### config.mk
export PLATFORM = sky130hd
export DESIGN_NAME = wdg_dual_watchdog
export DESIGN_NICKNAME = d
export VERILOG_FILES = /design/src/design/wdg_pkg.sv /design/src/design/wdg_cnt_if.sv /design/src/design/wdg_counter.sv /design/src/design/wdg_dual_watchdog.sv
export VERILOG_INCLUDE_DIRS = /design/src /design/src/design
export SDC_FILE = /design/constraint.sdc
export NUM_CORES = 1
export LEC_CHECK = 0
export ABC_AREA = 1
export BUFFER_PORTS_ARGS = -buffer_cell sky130_fd_sc_hd__buf_2
export CELL_PAD_IN_SITES_DETAIL_PLACEMENT = 0
export CELL_PAD_IN_SITES_GLOBAL_PLACEMENT = 1
export CORE_UTILIZATION = 43
export CTS_BUF_LIST = sky130_fd_sc_hd__clkbuf_4
export CTS_CLUSTER_SIZE = 14
export DETAILED_ROUTE_END_ITERATION = 7
export PLACE_DENSITY = 0.93
export SYNTH_ARGS = -nofsm -noshare
export SYNTH_HDL_FRONTEND = slang
export SYNTH_SLANG_ARGS = --single-unit
### constraint.sdc
create_clock -name CLK -period 6.15 [get_ports CLK]
set_input_delay 1.23 -clock CLK [delete_from_list [all_inputs] [get_ports CLK]]
set_output_delay 1.23 -clock CLK [all_outputs]
set_load 0.05 [all_outputs]
### src/design/wdg_consts.svh
// constants of the dual watchdog: field codes, levels, reset values
`ifndef WDG_CONSTS_SVH
`define WDG_CONSTS_SVH

// ****************************************
// window limit field codes
// ****************************************
`define WDG_WIN_HALF   2'h0
`define WDG_WIN_QUART  2'h1
`define WDG_WIN_EIGHTH 2'h2
`define WDG_WIN_OPEN   2'h3

// ****************************************
// levels, reset values and sleep mode codes
// ****************************************
`define WDG_IWD_WARN_COUNT 16'h0010
`define WDG_COUNT_RESET    16'h0000
`define WDG_SLEEP_MODE_0   2'h0
`define WDG_SLEEP_MODE_2   2'h2

`endif

### src/design/wdg_pkg.sv
// types of the dual watchdog top module; the counter keeps its own
package wdg_pkg;

   // per-watchdog life cycle
   typedef enum logic [1:0] {
      WDG_OFF,
      WDG_RUN,
      WDG_TRIP
   } wdg_state_t;

   // whole state of the top module
   typedef struct packed {
      wdg_state_t iwd_st;
      wdg_state_t wwd_st;
      logic       iwd_rst;
      logic       iwd_irq;
      logic       iwd_wake;
      logic       wwd_rst;
      logic       wwd_irq;
      logic       wwd_prohib;
   } wdg_top_state_t;

endpackage

### src/design/wdg_cnt_if.sv
// control and status lines between a watchdog and its down counter
`timescale 1ns/1ns
interface wdg_cnt_if #(parameter int CW = 16);
   logic          load;
   logic [CW-1:0] value;
   logic          run;
   logic [CW-1:0] count;
   logic          zero;

   modport ctl     (output load, value, run, input count, zero);
   modport counter (input load, value, run, output count, zero);
endinterface

### src/design/wdg_counter.sv
// loadable down counter that stops at zero
`timescale 1ns/1ns
`include "wdg_consts.svh"
module wdg_counter #(
   parameter int CW = 16
) (
   input wire logic clk,
   input wire logic reset_n,
   input wire logic ce,
   wdg_cnt_if.counter cnt
);

   typedef struct packed {
      logic [CW-1:0] count;
   } wdg_ctr_state_t;

   wdg_ctr_state_t st;
   wdg_ctr_state_t next_st;

   // load beats decrement so a reload is never lost
   always_comb begin
      next_st = st;
      if (cnt.load) begin
         next_st.count = cnt.value;
      end else if (cnt.run && st.count != '0) begin
         next_st.count = st.count - 1'b1;
      end
   end

   // ce low freezes the count
   always_ff @(posedge clk or negedge reset_n) begin
      if (!reset_n) begin
         st.count <= CW'(`WDG_COUNT_RESET);
      end else if (ce) begin
         st <= next_st;
      end
   end

   assign cnt.count = st.count;
   assign cnt.zero  = (st.count == '0);
endmodule // wdg_counter

### src/design/wdg_dual_watchdog.sv
// dual watchdog: free-running and windowed watchdogs with reset requests
//
// Summary of operation
// free-running counter decrements, reload write reloads it
// active free-running watchdog resets at zero
// free-running interrupt wakes sleep modes 0, 2
// refresh inside prohibited period causes reset
// window field sets period; 11 disables it
// windowed interrupt when prohibited period ends
// windowed overflow length comes from reload value
// windowed overflow without valid refresh causes reset
// reset request one registered pulse, then halt
// refresh outside the prohibited period at a nonzero count, in any window setting, reloads the windowed counter
`timescale 1ns/1ns
`include "wdg_consts.svh"
module wdg_dual_watchdog #(
   parameter int CW = 16
) (
   input  wire logic          CLK,
   input  wire logic          RESET_N,
   input  wire logic          CE,
   input  wire logic          IWD_ENABLE,
   input  wire logic [CW-1:0] IWD_RELOAD_VALUE,
   input  wire logic          IWD_RELOAD_WRITE,
   input  wire logic          SLEEP_ACTIVE,
   input  wire logic [1:0]    SLEEP_MODE,
   input  wire logic          WWD_ENABLE,
   input  wire logic [CW-1:0] WWD_RELOAD_VALUE,
   input  wire logic [1:0]    WWD_WINDOW,
   input  wire logic          WWD_REFRESH,
   output wire logic [CW-1:0] IWD_COUNT,
   output wire logic          IWD_RESET_REQ,
   output wire logic          IWD_IRQ,
   output wire logic          IWD_WAKE,
   output wire logic [CW-1:0] WWD_COUNT,
   output wire logic          WWD_RESET_REQ,
   output wire logic          WWD_IRQ
);

   // ****************************************
   // counters
   // ****************************************
   wdg_cnt_if #(.CW(CW)) iwd_cnt ();
   wdg_cnt_if #(.CW(CW)) wwd_cnt ();

   wdg_counter #(.CW(CW)) u_iwd_counter (
      .clk     (CLK),
      .reset_n (RESET_N),
      .ce      (CE),
      .cnt     (iwd_cnt.counter)
   );

   wdg_counter #(.CW(CW)) u_wwd_counter (
      .clk     (CLK),
      .reset_n (RESET_N),
      .ce      (CE),
      .cnt     (wwd_cnt.counter)
   );

   // ****************************************
   // control state
   // ****************************************
   wdg_pkg::wdg_top_state_t st;
   wdg_pkg::wdg_top_state_t next_st;
   logic [CW-1:0]           wwd_limit;
   logic                    wwd_prohib_now;
   logic                    wake_mode;

   // end of the prohibited period as a count; open window never prohibits
   always_comb begin
      case (WWD_WINDOW)
         `WDG_WIN_HALF:   wwd_limit = WWD_RELOAD_VALUE >> 1;
         `WDG_WIN_QUART:  wwd_limit = WWD_RELOAD_VALUE >> 2;
         `WDG_WIN_EIGHTH: wwd_limit = WWD_RELOAD_VALUE >> 3;
         default:         wwd_limit = WWD_RELOAD_VALUE;
      endcase
   end

   assign wwd_prohib_now = (st.wwd_st == wdg_pkg::WDG_RUN) && (WWD_WINDOW != `WDG_WIN_OPEN)
                           && (wwd_cnt.count > wwd_limit);
   assign wake_mode      = SLEEP_ACTIVE && (SLEEP_MODE == `WDG_SLEEP_MODE_0
                                            || SLEEP_MODE == `WDG_SLEEP_MODE_2);

   // next state of both watchdogs; pulses clear themselves each step
   always_comb begin
      next_st            = st;
      next_st.iwd_rst    = 1'b0;
      next_st.iwd_irq    = 1'b0;
      next_st.iwd_wake   = 1'b0;
      next_st.wwd_rst    = 1'b0;
      next_st.wwd_irq    = 1'b0;
      next_st.wwd_prohib = wwd_prohib_now;
      iwd_cnt.load       = 1'b0;
      iwd_cnt.value      = IWD_RELOAD_VALUE;
      iwd_cnt.run        = (st.iwd_st == wdg_pkg::WDG_RUN);
      wwd_cnt.load       = 1'b0;
      wwd_cnt.value      = WWD_RELOAD_VALUE;
      wwd_cnt.run        = (st.wwd_st == wdg_pkg::WDG_RUN);

      // free-running watchdog
      case (st.iwd_st)
         wdg_pkg::WDG_OFF: begin
            if (IWD_ENABLE) begin
               iwd_cnt.load   = 1'b1;
               next_st.iwd_st = wdg_pkg::WDG_RUN;
            end
         end
         wdg_pkg::WDG_RUN: begin
            if (iwd_cnt.zero) begin
               iwd_cnt.run     = 1'b0;
               next_st.iwd_rst = 1'b1;
               next_st.iwd_st  = wdg_pkg::WDG_TRIP;
            end else if (IWD_RELOAD_WRITE) begin
               iwd_cnt.load = 1'b1;
            end else if (iwd_cnt.count == CW'(`WDG_IWD_WARN_COUNT)) begin
               next_st.iwd_irq  = 1'b1;
               next_st.iwd_wake = wake_mode;
            end
         end
         // stays halted until the system reset comes back
         default: iwd_cnt.run = 1'b0;
      endcase

      // windowed watchdog; overflow checked before refresh
      case (st.wwd_st)
         wdg_pkg::WDG_OFF: begin
            if (WWD_ENABLE) begin
               wwd_cnt.load   = 1'b1;
               next_st.wwd_st = wdg_pkg::WDG_RUN;
            end
         end
         wdg_pkg::WDG_RUN: begin
            if (wwd_cnt.zero) begin
               wwd_cnt.run     = 1'b0;
               next_st.wwd_rst = 1'b1;
               next_st.wwd_st  = wdg_pkg::WDG_TRIP;
            end else if (WWD_REFRESH && wwd_prohib_now) begin
               wwd_cnt.run     = 1'b0;
               next_st.wwd_rst = 1'b1;
               next_st.wwd_st  = wdg_pkg::WDG_TRIP;
            end else if (WWD_REFRESH) begin
               wwd_cnt.load = 1'b1;
            end else if (st.wwd_prohib && !wwd_prohib_now) begin
               next_st.wwd_irq = 1'b1;
            end
         end
         default: wwd_cnt.run = 1'b0;
      endcase
   end

   // ce low freezes every flop, pulses included
   always_ff @(posedge CLK or negedge RESET_N) begin
      if (!RESET_N) begin
         st.iwd_st     <= wdg_pkg::WDG_OFF;
         st.wwd_st     <= wdg_pkg::WDG_OFF;
         st.iwd_rst    <= 1'b0;
         st.iwd_irq    <= 1'b0;
         st.iwd_wake   <= 1'b0;
         st.wwd_rst    <= 1'b0;
         st.wwd_irq    <= 1'b0;
         st.wwd_prohib <= 1'b0;
      end else if (CE) begin
         st <= next_st;
      end
   end

   // outputs straight from flops
   assign IWD_COUNT     = iwd_cnt.count;
   assign IWD_RESET_REQ = st.iwd_rst;
   assign IWD_IRQ       = st.iwd_irq;
   assign IWD_WAKE      = st.iwd_wake;
   assign WWD_COUNT     = wwd_cnt.count;
   assign WWD_RESET_REQ = st.wwd_rst;
   assign WWD_IRQ       = st.wwd_irq;

   logic iwd_run;
   logic wwd_run;
   assign iwd_run = (st.iwd_st == wdg_pkg::WDG_RUN);
   assign wwd_run = (st.wwd_st == wdg_pkg::WDG_RUN);
endmodule // wdg_dual_watchdog

==> flow_summary.ini <==
[job]
cap_violations = 0

[clock_tree]
clk_latency_ns = 0.36
path_clk_slew_ns = 0.13
cts_hold_buffers = 0
cts_root_buffer = clkbuf_4
clockBufferDepth = 2
postCtsSetupBuffers = 0
cts_resized = 0
cts_num_sinks = 42
cts_max_level = 2
cts_buffers = 5
cts_tree = done

[pwr]
p_int_uw = 386.5
seqPwrFrac_pct = 51.8
net-switching-power_uw = 146.8
leakagePower_uw = 0.002431
pwr-share-clk_pct = 35.7
power_density_nw_per_um2 = 127.6
p_sw_share_pct = 27.53
power.total_uw = 533.4
power_frac_comb_pct = 12.5
vdd_drop_max_mv = 0.06971

[placed_design]
gp_congestion = 0.8483
dp_hpwl_mm = 7.562
io_buffers = 79
pre_cts_slack_ns = 1.421
placed_cells = 728

[synthesis]
synth_ff_type = dfrtp_1
synth.distinct_cells = 38
synthSimpleGateAreaFrac_pct = 44.41
yosys_warnings = 0
syn_area_um2 = 3694
synth_edf_count = 0
synth_xor_area_share_pct = 4.980
synth_compound_area_share_pct = 7.486
synthMuxAreaShare_pct = 0
synth_top_family_by_area = simple AND/OR/NAND/NOR gates
async_flop_share_pct = 100.0
ys_ff_latch = 42
synthAdderAreaFrac_pct = 6.775
avgSynthCellArea_um2 = 6.572
yosysSeqAreaShare_pct = 28.46
synthCells = 562
syn-num-nets = 626

[outcome]
outcome = finished clean

[finish]
multiInputGateArea_um2 = 2351
final_cell_mix = nand2_1 (225), buf_2 (79), nand3_1 (74)
nets = 694
diodes = 0
area_delta_synth_final_pct = 13.18
drive_gt1_share_pct = 18.23
instances_no_fill = 736
regArea_um2 = 1051
mostFrequentLayoutCell = nand2_1
fillers = 874
fin_util_pct = 50.62

[timing]
worst_slew_pin_slew_ns = 0.9834
slew_violations = 0
worst_slack_ns = 1.705
clock_skew_ns = 0.01010
rsz0062_at_grt = no
finalSetupViolCount = 0
finalSetupTns_ns = 0
period_needed_ns = 4.445
hold_viol_final = 0
max_freq_ghz = 0.2250
slew_headroom_pct = 34.44
finalCritPeriodShare_pct = 72.27

[critical_path]
r2r-end = u_wwd_counter.cnt.count[10]
cp_num_buf_inv = 3
worstRegToRegCells = 14
cpMostUsedCell = nand2_1
cp.required_ns = 6.41
cp-start-kind = input pin
worstReg2RegStart = u_wwd_counter.cnt.count[15]
crit_type = input pin to flop
critPathTopFamily = simple AND/OR/NAND/NOR gates
cp-end-kind = flop
crit_fanout = 17
arrival_ns = 4.71
path_cells = buf_2, clkinv_1, nor2_1, inv_1, o21ai_0, a221oi_1, ha_1, nand2_1, nor2_2, nand2_1, nor2_2, nand2_1, nand4_1, nand2_2, nand2_4, nand2_4, nand2_8, nand2_4, nand2_1, nand2_1
reg2reg_slack_ns = 3.51
crit_path_top_delay_cell = nor2_1
max_stage_delay_ns = 0.65

[worst_hold_path]
hold_end = WWD_IRQ
hp-start = WWD_IRQ
hp-class = flop to flop
hold_depth = 2

[floorplanning]
die_h_um = 94.68
start_util_pct = 44.73
fp.dieArea_um2 = 8964
rows = 33
core_area_um2 = 8258
die_w_um = 94.68
ioPinCount = 81

[detailed_routing]
drt-vias-per-instance = 5.405
vias = 3978
wl_per_cell_um = 14.08
postRouteAntennaNets = 0
drc = 0
dr.pass1.iters = 5
finalWirelength_mm = 10.37
drt_iter0_drc = 299

[global_routing]
grt_pass1_wl_mm = 16.88
first_global_vias = 3369
grt_usage_pct = 24.09
antenna_found_initial = 0
grt_start_max_net_pins = 43
grt-ovfl-total = 0
==> metal layers <==
layer,up-vias,track usage (%),routed length (um)
li1,1970,-,-
met1,1846,36.85,4980
met2,153,35.37,4594
met3,9,3.784,697
met4,0,4.924,93
met5,-,0,0
==> flip-flops by register name, summed over array words and instances (netlist names) <==
name                     flops
IWD_WAKE                     1
IWD_IRQ                      1
IWD_RESET_REQ                1
u_wwd_counter.cnt.count     16
u_iwd_counter.cnt.count     16
WWD_RESET_REQ                1
WWD_IRQ                      1
st                           5
==> worst min-delay path, cell delays in order (launching register included) <==
cell     delay, ns
dfrtp_1       0.36
nand2_1       0.06
o31ai_1       0.05
==> synthesized netlist by cell type (5+ instances only) <==
cell,n,area share (%)
a21oi_1,8,1.1
a221oi_1,8,1.9
buf_2,7,0.95
dfrtp_1,42,28
ha_1,20,6.8
inv_1,38,3.9
nand2_1,225,23
nand3_1,74,10
nand4_1,6,1.0
nor2_1,33,3.4
nor2_2,7,1.2
nor3_1,5,0.68
o21ai_0,22,3.0
xnor2_1,7,1.7
xor2_1,14,3.3
==> worst max-delay path by stage <==
stage                  startpoint                           to  slack (ns)  cells after the start
detailed placement  WWD_WINDOW[0]   u_wwd_counter.cnt.count[3]        1.42                     20
global placement    WWD_WINDOW[0]  u_wwd_counter.cnt.count[12]        1.49                     20
floorplan           WWD_WINDOW[0]  u_wwd_counter.cnt.count[10]        2.46                     22
CTS                 WWD_WINDOW[0]  u_wwd_counter.cnt.count[10]        1.81                     20
finish              WWD_WINDOW[0]  u_wwd_counter.cnt.count[10]        1.71                     20
global route        WWD_WINDOW[0]  u_wwd_counter.cnt.count[12]        1.44                     20
==> power by group through the flow <==
stage | clock (uW) | combinational [uW] | sequential [uW]
3_5_place_dp | 0 | 66.5 | 281
2_1_floorplan | 0 | 32.4 | 281
5_1_grt | 211 | 75.5 | 276
3_3_place_gp | 0 | 64.8 | 281
4_1_cts | 197 | 66.7 | 276
6_report | 190 | 66.9 | 276
==> cell families after synthesis <==
family | Yosys count
simple gates | 371
buf+inv | 63
compound gates | 45
flops | 42
xor+xnor | 21
fa+ha+maj | 20
==> through the flow <==
step / cell area (um2) / hold slack (ns)
floorplan: 3694 / 0.4488
global placement: 4099 / 0.4599
detailed placement: 4099 / 0.4662
CTS: 4180 / 0.4990
global route: 4180 / 0.5155
finish: 4180 / 0.4969
==> final cells by class <==
| type | count | share of cell area [%] |
|---|---|---|
| Clock inverter | 3 | 1.048 |
| Inverter | 45 | 4.071 |
| Timing Repair Buffer | 79 | 9.458 |
| Clock buffer | 5 | 0.8979 |
| Tap cell | 105 | 3.143 |
| Multi-Input combinational cell | 457 | 56.24 |
| Sequential cell | 42 | 25.14 |
(Power assumes the default switching activity.)
